--- config.mk ---
export PLATFORM = sky130hd
export DESIGN_NAME = cpu_sideband_control
export DESIGN_NICKNAME = d
export VERILOG_FILES = /design/src/hw/cpu_sideband_control.v /design/src/hw/sync_edge.v /design/src/hw/pulse_counter.v
export VERILOG_INCLUDE_DIRS = /design/src /design/src/hw
export SDC_FILE = /design/constraint.sdc
export NUM_CORES = 1
export LEC_CHECK = 0
export ABC_AREA = 1
export BUFFER_PORTS_ARGS = -buffer_cell sky130_fd_sc_hd__buf_2
export CORE_MARGIN = 5
export CORE_UTILIZATION = 52
export DETAILED_ROUTE_END_ITERATION = 8
export PLACE_DENSITY = 0.79
export SLEW_MARGIN = 20
export SYNTH_ARGS = -nofsm -noshare
export SYNTH_HDL_FRONTEND = slang
export SYNTH_SLANG_ARGS = --single-unit
--- constraint.sdc ---
create_clock -name i_core_clk -period 1.7 [get_ports i_core_clk]
set_clock_uncertainty 0.2 [all_clocks]
set_input_delay 0.085 -clock i_core_clk [delete_from_list [all_inputs] [get_ports i_core_clk]]
set_output_delay 0.085 -clock i_core_clk [all_outputs]
set_load 0.02 [all_outputs]
--- src/hw/cpu_sideband_consts.vh ---
// Purpose: Shared constants for the processor sideband control block.
// Assumes: Core clock of 100 MHz, period 10 ns.
// Notes:   FCP and RCP bit positions refer to the software-visible port images; FREQ ones to the strap field.
`ifndef CPU_SIDEBAND_CONSTS_VH
`define CPU_SIDEBAND_CONSTS_VH

`define FCP_GATE_A20_BIT    1
`define FCP_INIT_BIT        0
`define RCP_RESET_CPU_BIT   2
`define RCP_SYS_RESET_BIT   1
`define FREQ_NMI_BIT        3
`define FREQ_CPU_INT_REQUEST_BIT       2
`define FREQ_IGNORE_NUMERIC_ERR_N_BIT      1
`define FREQ_A20_BIT        0
`define FREQ_FIELD_RESET    4'hf
`define CLK_PERIOD_NS       10
`define INIT_PULSE_CLKS     16
`define SLEEP_DELAY_CLKS    8
`define STRAP_HOLD_NS       120
`define STRAP_HOLD_CLKS     ((`STRAP_HOLD_NS + `CLK_PERIOD_NS - 1) / `CLK_PERIOD_NS)

`endif

--- src/hw/cpu_sideband_control.v ---
// Purpose: Processor sideband control: A20 mask, init pulse, coprocessor
//          error handshake, NMI routing, stop-clock and sleep sequencing.
// Assumes: One core clock; software port writes arrive as one-cycle
//          strobes with data from logic on the same clock.
// Notes:   Processor outputs are open-drain: an _oe high pulls the pin low.
`timescale 1ns/1ps
`default_nettype none
`include "cpu_sideband_consts.vh"

module cpu_sideband_control #(
  parameter INIT_CLKS  = `INIT_PULSE_CLKS,
  parameter SLEEP_CLKS = `SLEEP_DELAY_CLKS,
  parameter HOLD_CLKS  = `STRAP_HOLD_CLKS
) (
  // Clocking
  input  wire       i_core_clk,
  input  wire       i_reset,
  input  wire       i_clk_en,
  // Software port writes
  input  wire       i_fcp_wr,
  input  wire [7:0] i_fcp_wdata,
  input  wire       i_rcp_wr,
  input  wire [7:0] i_rcp_wdata,
  input  wire       i_fp_clear_wr,
  // Configuration bits
  input  wire       i_fp_error_enable,
  input  wire       i_nmi_to_acpi_route,
  input  wire       i_sleep_assert_enable,
  input  wire       i_selftest_enable_bit,
  input  wire [3:0] i_freq_select_field,
  // Events from bus and power logic
  input  wire       i_shutdown_cycle,
  input  wire       i_stop_grant_ack,
  input  wire       i_s1_enter,
  input  wire       i_deep_sleep_req,
  input  wire       i_wake,
  input  wire       i_system_error_n_internal,
  input  wire       i_system_error_n_host_msg,
  input  wire       i_io_check_serial_irq_stream,
  input  wire       i_cpu_reset_active,
  // Pins from outside
  input  wire       i_gate_a20_in,
  input  wire       i_kbc_reset_in_n,
  input  wire       i_fp_error_n,
  input  wire       i_system_error_n,
  // Processor pins, open drain
  output wire       o_addr20_mask_oe,
  output wire       o_init_oe,
  output wire       o_ignore_numeric_err_oe,
  output wire       o_stop_clock_oe,
  output wire       o_proc_sleep_oe,
  output wire       o_nmi_oe,
  output wire       o_cpu_int_request_oe,
  // Status and internal requests
  output reg  [7:0] o_fcp_image,
  output reg  [7:0] o_rcp_image,
  output reg        o_fp_irq_line,
  output reg        o_nmi,
  output reg        o_sci,
  output reg        o_deep_sleep_ready,
  output reg        o_selftest_init
);
  localparam ST_RUN   = 2'd0;
  localparam ST_STOP  = 2'd1;
  localparam ST_WAIT  = 2'd2;
  localparam ST_SLEEP = 2'd3;

  wire gate_a20_s;
  wire kbc_reset_s;
  wire fp_error_s;
  wire system_error_n_pin_s;
  wire init_busy;
  wire sleep_last;
  wire init_trigger;
  wire fcp_init_rise;
  wire rcp_sys_rise;
  wire system_error_n_any;

  reg        kbc_armed_reg;
  reg        init_pending_reg;
  reg        ignore_numeric_err_n_reg;
  reg        system_error_n_prev_reg;
  reg        io_check_n_prev_reg;
  reg  [1:0] pm_state_reg;
  reg  [1:0] pm_state_next;
  reg        deep_reg;
  reg        strap_active_reg;
  reg  [3:0] strap_val_reg;
  reg  [7:0] hold_cnt_reg;
  reg        stop_clock_reg;
  reg        sleep_reg;

  sync_edge #(.RESET_VAL(1'b1)) u_sync_a20 (
    .i_core_clk (i_core_clk),
    .i_reset    (i_reset),
    .i_clk_en   (i_clk_en),
    .i_async    (i_gate_a20_in),
    .o_sync     (gate_a20_s)
  );

  sync_edge #(.RESET_VAL(1'b1)) u_sync_kbc (
    .i_core_clk (i_core_clk),
    .i_reset    (i_reset),
    .i_clk_en   (i_clk_en),
    .i_async    (i_kbc_reset_in_n),
    .o_sync     (kbc_reset_s)
  );

  sync_edge #(.RESET_VAL(1'b1)) u_sync_fp_error_n (
    .i_core_clk (i_core_clk),
    .i_reset    (i_reset),
    .i_clk_en   (i_clk_en),
    .i_async    (i_fp_error_n),
    .o_sync     (fp_error_s)
  );

  sync_edge #(.RESET_VAL(1'b1)) u_sync_system_error_n (
    .i_core_clk (i_core_clk),
    .i_reset    (i_reset),
    .i_clk_en   (i_clk_en),
    .i_async    (i_system_error_n),
    .o_sync     (system_error_n_pin_s)
  );

  // Init trigger sources.
  assign fcp_init_rise = i_fcp_wr && i_fcp_wdata[`FCP_INIT_BIT] &&
                         !o_fcp_image[`FCP_INIT_BIT];
  // A write that also sets reset-cpu asks for a full reset, not for init.
  assign rcp_sys_rise  = i_rcp_wr && i_rcp_wdata[`RCP_SYS_RESET_BIT] &&
                         !i_rcp_wdata[`RCP_RESET_CPU_BIT] &&
                         !o_rcp_image[`RCP_SYS_RESET_BIT] &&
                         !o_rcp_image[`RCP_RESET_CPU_BIT];
  assign init_trigger  = i_shutdown_cycle || fcp_init_rise || rcp_sys_rise ||
                         (kbc_armed_reg && !kbc_reset_s);

  always @(posedge i_core_clk) begin
    if (i_reset) begin
      o_fcp_image      <= 8'h00;
      o_rcp_image      <= 8'h00;
      kbc_armed_reg    <= 1'b1;
      init_pending_reg <= 1'b0;
      o_selftest_init  <= 1'b0;
    end else if (i_clk_en) begin
      if (i_fcp_wr) begin
        o_fcp_image <= i_fcp_wdata;
      end
      if (i_rcp_wr) begin
        o_rcp_image <= i_rcp_wdata;
      end
      o_selftest_init <= rcp_sys_rise && i_selftest_enable_bit;
      if (!kbc_reset_s) begin
        kbc_armed_reg <= 1'b0;
      end else begin
        kbc_armed_reg <= 1'b1;
      end
      // A trigger seen while stop-clock holds the pulse off waits here.
      if (init_trigger && stop_clock_reg) begin
        init_pending_reg <= 1'b1;
      end else if (!stop_clock_reg) begin
        init_pending_reg <= 1'b0;
      end
    end
  end

  pulse_counter #(.WIDTH(5)) u_init_cnt (
    .i_core_clk (i_core_clk),
    .i_reset    (i_reset),
    .i_clk_en   (i_clk_en),
    .i_load     ((init_trigger || init_pending_reg) && !init_busy),
    .i_load_val (INIT_CLKS[4:0]),
    .i_freeze   (stop_clock_reg),
    .o_busy     (init_busy),
    .o_last     ()
  );
  // Load beats freeze, so a trigger under stop-clock is captured at once
  // and the whole pulse width waits until stop-clock falls.

  // Coprocessor error handshake.
  always @(posedge i_core_clk) begin
    if (i_reset) begin
      o_fp_irq_line <= 1'b0;
      ignore_numeric_err_n_reg     <= 1'b0;
    end else if (i_clk_en) begin
      if (!i_fp_error_enable || fp_error_s) begin
        o_fp_irq_line <= 1'b0;
      end else if (i_fp_clear_wr) begin
        o_fp_irq_line <= 1'b0;
      end else begin
        o_fp_irq_line <= 1'b1;
      end
      if (fp_error_s) begin
        ignore_numeric_err_n_reg <= 1'b0;
      end else if (i_fp_clear_wr && i_fp_error_enable) begin
        ignore_numeric_err_n_reg <= 1'b1;
      end
    end
  end

  // NMI routing on rising edges of error sources.
  assign system_error_n_any = i_system_error_n_internal || i_system_error_n_host_msg || !system_error_n_pin_s;

  always @(posedge i_core_clk) begin
    if (i_reset) begin
      system_error_n_prev_reg  <= 1'b0;
      io_check_n_prev_reg <= 1'b0;
      o_nmi          <= 1'b0;
      o_sci          <= 1'b0;
    end else if (i_clk_en) begin
      system_error_n_prev_reg  <= system_error_n_any;
      io_check_n_prev_reg <= i_io_check_serial_irq_stream;
      o_nmi <= ((system_error_n_any && !system_error_n_prev_reg) ||
                (i_io_check_serial_irq_stream && !io_check_n_prev_reg)) &&
               !i_nmi_to_acpi_route;
      o_sci <= ((system_error_n_any && !system_error_n_prev_reg) ||
                (i_io_check_serial_irq_stream && !io_check_n_prev_reg)) &&
               i_nmi_to_acpi_route;
    end
  end

  // Stop-clock and sleep sequencing.
  pulse_counter #(.WIDTH(4)) u_sleep_cnt (
    .i_core_clk (i_core_clk),
    .i_reset    (i_reset),
    .i_clk_en   (i_clk_en),
    .i_load     (pm_state_reg == ST_STOP && i_stop_grant_ack),
    .i_load_val (SLEEP_CLKS[3:0]),
    .i_freeze   (1'b0),
    .o_busy     (),
    .o_last     (sleep_last)
  );

  always @* begin
    pm_state_next = pm_state_reg;
    case (pm_state_reg)
      ST_RUN: begin
        if (i_s1_enter || i_deep_sleep_req) begin
          pm_state_next = ST_STOP;
        end
      end
      ST_STOP: begin
        if (i_wake) begin
          pm_state_next = ST_RUN;
        end else if (i_stop_grant_ack) begin
          pm_state_next = ST_WAIT;
        end
      end
      ST_WAIT: begin
        if (i_wake) begin
          pm_state_next = ST_RUN;
        end else if (sleep_last) begin
          pm_state_next = ST_SLEEP;
        end
      end
      default: begin
        if (i_wake) begin
          pm_state_next = ST_RUN;
        end
      end
    endcase
  end

  always @(posedge i_core_clk) begin
    if (i_reset) begin
      pm_state_reg       <= ST_RUN;
      deep_reg           <= 1'b0;
      stop_clock_reg     <= 1'b0;
      sleep_reg          <= 1'b0;
      o_deep_sleep_ready <= 1'b0;
    end else if (i_clk_en) begin
      pm_state_reg   <= pm_state_next;
      stop_clock_reg <= (pm_state_next != ST_RUN);
      // Sleep only when enabled, or always on the way to a deeper state.
      sleep_reg <= (pm_state_next == ST_SLEEP) &&
                   (i_sleep_assert_enable || deep_reg);
      // A deeper request may come while already stopped; it still forces
      // sleep so that the processors are parked before power goes.
      if (i_deep_sleep_req) begin
        deep_reg <= 1'b1;
      end else if (pm_state_next == ST_RUN) begin
        deep_reg <= 1'b0;
      end
      o_deep_sleep_ready <= deep_reg && pm_state_reg == ST_SLEEP;
    end
  end

  // Frequency straps while processor reset is active and just after.
  // The hold count rounds the hold time up to whole clocks.
  always @(posedge i_core_clk) begin
    if (i_reset) begin
      strap_active_reg <= 1'b1;
      strap_val_reg    <= `FREQ_FIELD_RESET;
      hold_cnt_reg     <= 8'h00;
    end else if (i_clk_en) begin
      if (i_cpu_reset_active) begin
        strap_active_reg <= 1'b1;
        strap_val_reg    <= i_freq_select_field;
        hold_cnt_reg     <= HOLD_CLKS[7:0];
      end else if (hold_cnt_reg != 8'h00) begin
        hold_cnt_reg <= hold_cnt_reg - 8'h01;
      end else begin
        strap_active_reg <= 1'b0;
      end
    end
  end

  // A strap bit of one releases the pin; zero drives it low.
  assign o_addr20_mask_oe = strap_active_reg ?
      !strap_val_reg[`FREQ_A20_BIT] :
      (!o_fcp_image[`FCP_GATE_A20_BIT] && !gate_a20_s);
  assign o_ignore_numeric_err_oe = strap_active_reg ?
      !strap_val_reg[`FREQ_IGNORE_NUMERIC_ERR_N_BIT] : ignore_numeric_err_n_reg;
  assign o_nmi_oe = strap_active_reg && !strap_val_reg[`FREQ_NMI_BIT];
  assign o_cpu_int_request_oe = strap_active_reg &&
      !strap_val_reg[`FREQ_CPU_INT_REQUEST_BIT];
  assign o_init_oe       = init_busy && !stop_clock_reg;
  assign o_stop_clock_oe = stop_clock_reg;
  assign o_proc_sleep_oe = sleep_reg;
endmodule
`default_nettype wire

--- src/hw/sync_edge.v ---
// Purpose: Two-stage synchroniser for an outside level.
// Assumes: Input is asynchronous to i_core_clk.
// Notes:   Only the second stage is visible to other logic.
`timescale 1ns/1ps
`default_nettype none
module sync_edge #(
  parameter RESET_VAL = 1'b1
) (
  // Clocking
  input  wire i_core_clk,
  input  wire i_reset,
  input  wire i_clk_en,
  // Data
  input  wire i_async,
  output wire o_sync
);
  reg stage1_reg;
  reg stage2_reg;

  always @(posedge i_core_clk) begin
    if (i_reset) begin
      stage1_reg <= RESET_VAL;
      stage2_reg <= RESET_VAL;
    end else if (i_clk_en) begin
      stage1_reg <= i_async;
      stage2_reg <= stage1_reg;
    end
  end

  assign o_sync = stage2_reg;
endmodule
`default_nettype wire

--- src/hw/pulse_counter.v ---
// Purpose: Loadable down counter that reports when it is running.
// Assumes: Load has priority over counting.
// Notes:   A freeze input holds the count without losing it.
`timescale 1ns/1ps
`default_nettype none
module pulse_counter #(
  parameter WIDTH = 5
) (
  // Clocking
  input  wire             i_core_clk,
  input  wire             i_reset,
  input  wire             i_clk_en,
  // Control
  input  wire             i_load,
  input  wire [WIDTH-1:0] i_load_val,
  input  wire             i_freeze,
  // Status
  output wire             o_busy,
  output wire             o_last
);
  reg [WIDTH-1:0] count_reg;

  always @(posedge i_core_clk) begin
    if (i_reset) begin
      count_reg <= {WIDTH{1'b0}};
    end else if (i_clk_en) begin
      if (i_load) begin
        count_reg <= i_load_val;
      end else if (!i_freeze && count_reg != {WIDTH{1'b0}}) begin
        count_reg <= count_reg - {{(WIDTH-1){1'b0}}, 1'b1};
      end
    end
  end

  assign o_busy = (count_reg != {WIDTH{1'b0}});
  assign o_last = (count_reg == {{(WIDTH-1){1'b0}}, 1'b1}) && !i_freeze;
endmodule
`default_nettype wire

==> metrics.md <==
| Metric | Value |
|---|---|
| Min Hold Slack | `-0.00134 ns` |
| Top-count cell post-synth | `nand2_1` |
| RSZ-0062 raised after global routing | `yes` |
| Worst min-delay path class | `input pin to register` |
| Most frequent cells after synthesis | `nand2_1, nor2_1, dfxtp_1` |
| Async SR Flop Fraction | `0%` |
| Gr busiest metal | `met2` |
| Delay of the slowest critical-path stage | `0.58 ns` |
| Worst-margin pin slew | `0.356 ns` |
| Port Buffers | `70` |
| Cts bufs inserted | `9` |
| Top FF cell, synth | `dfxtp_1` |
| DRC | `0` |
| Setup Crit Path Kind | `register to register` |
| Post-Syn Area | `0.00275 sq mm` |
| Worst-Skew Late Latency | `0.34 ns` |
| Clock sinks | `61` |
| Setup violations, final | `0` |
| H-tree depth | `3` |
| P_int | `2.86 mW` |
| Post-DP HPWL | `4630 microns` |
| Net Count, Synth | `432` |
| Failing checks | `negative hold slack` |
| Area share of the largest cell type after synthesis | `44.4%` |
| DR vias | `3,009` |
| Detail Route Antenna Nets | `0` |
| Synth warn | `0` |
| Final hold viol count | `3` |
| Netlist cell types | `34` |
| Status | `finished with violations` |
| N_diodes | `0` |
| Met3 track demand over resource | `6.51%` |
| Overflow after GRT | `0` |
| Tcrit/Tclk final | `98.4%` |
| Placed insts | `517` |
| Pwr per Cell Area | `1130 mW/mm^2` |
| Worst Path Buf+Inv | `2` |
| Leading post-synthesis cells by cell area | `dfxtp_1, nand2_1, nor2_1` |
| Syn Area/Cell | `7.18 sq um` |
| Peak Freq | `0.598 GHz` |
| Gpl congestion | `0.887` |
| Crit path arrival time | `1.68 ns` |
| Initial antenna violation count | `0` |
| Crit-path cells | `inv_1 > nor3_2 > o22ai_2 > nand2_1 > dlygate4sd3_1 > a21oi_2` |
| Post-synth top area cell | `dfxtp_1` |
| Synth Instances | `383` |
| Sequential share of power | `39.5%` |
| Crit Path Max Fanout | `2` |
| Max Root-Sink Buffers | `2` |
| Total Die Area | `0.00684 sq mm` |
| Leak Pwr | `1.87 nW` |
| Seq/Total Area, Yosys | `44.4%` |
| Rows | `26` |
| Initial Utilization | `53.8%` |
| NumNets Final | `556` |
| Pins over their slew limit | `0` |
| DR pass1 iterations | `5` |
| Drt initial violations | `225` |
| # IOs | `71` |
| Final WL | `8240 microns` |
| Largest net degree at the start of global routing | `36` |
| Kind of end point of the critical path | `register` |
| Largest delay share family, worst path | `buffers and inverters` |
| Max-cap viol count | `0` |
| Share of layout cells above drive strength 1 | `22.3%` |
| Net Switching | `1.54 mW` |
| EDFF count, synth | `0` |
| Fin util | `76.3%` |
| Worst path slowest cell | `dlygate4sd3_1` |
| Number of global-route vias before repair | `2,954` |
| Post-synthesis to final-layout area growth | `41.7%` |
| Peak supply drop | `0.000969 V` |
| FF+latch count, synth | `61` |
| Max-Slew Margin vs Limit | `76.0%` |
| Final std cells w/o fill | `581` |
| First-pass GRT wire length | `13,200 microns` |
| CP startpoint kind | `register` |
| TritonCTS clock tree | `done` |
| CTS Root Cell | `clkbuf_8` |
| Vias/cell | `5.18` |
| Reg clk slew, reported paths | `0.06 ns` |
| Met2 Usage GRT | `45.0%` |
| Die Ht | `82.7 microns` |
| Logic pwr share | `33.7%` |
| Worst Path Required | `1.71 ns` |
| GRT met1 Usage | `28.4%` |
| Die X-Extent | `82.7 microns` |
| Total track usage | `25.7%` |
| Core ar. | `0.00511 sq mm` |
| WL/cell | `14.2 microns` |
| Final worst path period need | `1.67 ns` |
| Clk pwr share | `26.9%` |
| Sw Share | `35.0%` |
layer usage:
layer,routed length [microns],share of wire [%]
met5,0,0
met2,4280,52
met1,3240,39
met4,323,3.9
met3,394,4.8
tightest hold or removal path: stages:
cell and delay, ns:
buf_2 0.09, buf_4 0.25, a21oi_1 0.06
power by group through the flow:
stage          Clock (mW)  Combinational [mW]  Sequential [mW]
6_report             1.18                1.48             1.74
5_1_grt              1.26                1.64             1.76
2_1_floorplan           0               0.917             1.77
3_5_place_dp            0                1.25             1.75
4_1_cts              1.18                1.41             1.73
3_3_place_gp            0                1.22             1.75
through the flow:
| stage | TNS, ns | total power, mW | hold WS [ns] | worst slack (ns) | instance area (sq um) |
|---|---|---|---|---|---|
| floorplan | 0 | 2.69 | -0.0153 | 0.221 | 2750 |
| global placement | 0 | 2.97 | 0.0906 | 0.213 | 3190 |
| detailed placement | 0 | 3.00 | 0.0972 | 0.146 | 3190 |
| CTS | 0 | 4.32 | 0.000248 | 0.0132 | 3870 |
| global route | -0.0281 | 4.66 | 0.0192 | -0.0281 | 3900 |
| finish | 0 | 4.40 | -0.00134 | 0.0268 | 3900 |
final timing paths:
| check | endpoint | from | slack [ns] | cells after the start |
|---|---|---|---|---|
| worst min-delay path | u_init_cnt.count_reg[3] | i_reset | -0.001 | 3 |
| worst max-delay path | o_sci | u_sync_system_error_n.o_sync | 0.03 | 6 |
| worst max register to register | o_sci | u_sync_system_error_n.o_sync | 0.03 | 6 |
| worst min register to register | u_sync_a20.stage1_reg | u_sync_a20.stage1_reg | 0.26 | 2 |
layout make-up:
type                       count  area [sq um]
clock buffer                  14           173
sequential                    61          1220
clock inverter                 1          5.00
timing repair buffer         124           898
multi-input combinational    271          1360
fill                         387          1210
tap                           70          87.6
inverter                      40           153
cell usage in the layout, fill, tap and decap left out, drive strengths merged:
cell / synthesis / routed
xnor2: 1 / 1
clkbuf: 7 / 14
o22ai: 1 / 1
a31oi: 1 / 1
o2111a: 1 / 1
ha: 6 / 6
nor2: 69 / 69
inv: 39 / 39
o21ai: 32 / 32
dlygate4sd3: 0 / 48
or2: 2 / 2
dfxtp: 61 / 61
o211ai: 3 / 3
o21a: 1 / 1
nand3: 33 / 33
a221oi: 1 / 1
nor3: 1 / 1
nand2: 80 / 80
a21oi: 27 / 27
clkinv: 1 / 2
xor2: 4 / 4
nand4: 6 / 6
buf: 4 / 75
dlymetal6s4s: 0 / 1
a211oi: 1 / 1
nand3b: 1 / 1
logic make-up (layout without fill, tap and decap cells):
logic type | Yosys count | in the layout | synth area share [%]
compound gates | 68 | 68 | 13.5
flops | 61 | 61 | 44.4
buf+inv | 51 | 179 | 7.42
xor+xnor | 5 | 5 | 1.59
fa+ha+maj | 6 | 6 | 2.73
simple gates | 192 | 192 | 30.3
timing repair:
action,CTS,global route
pin swaps,0,1
endpoints found under the setup margin,1,10
hold buffers,49,0
setup buffers,1,0
hold endpoints to repair,41,0
gates resized for setup,2,9
No activity file was read; power rests on OpenSTA's default activity.
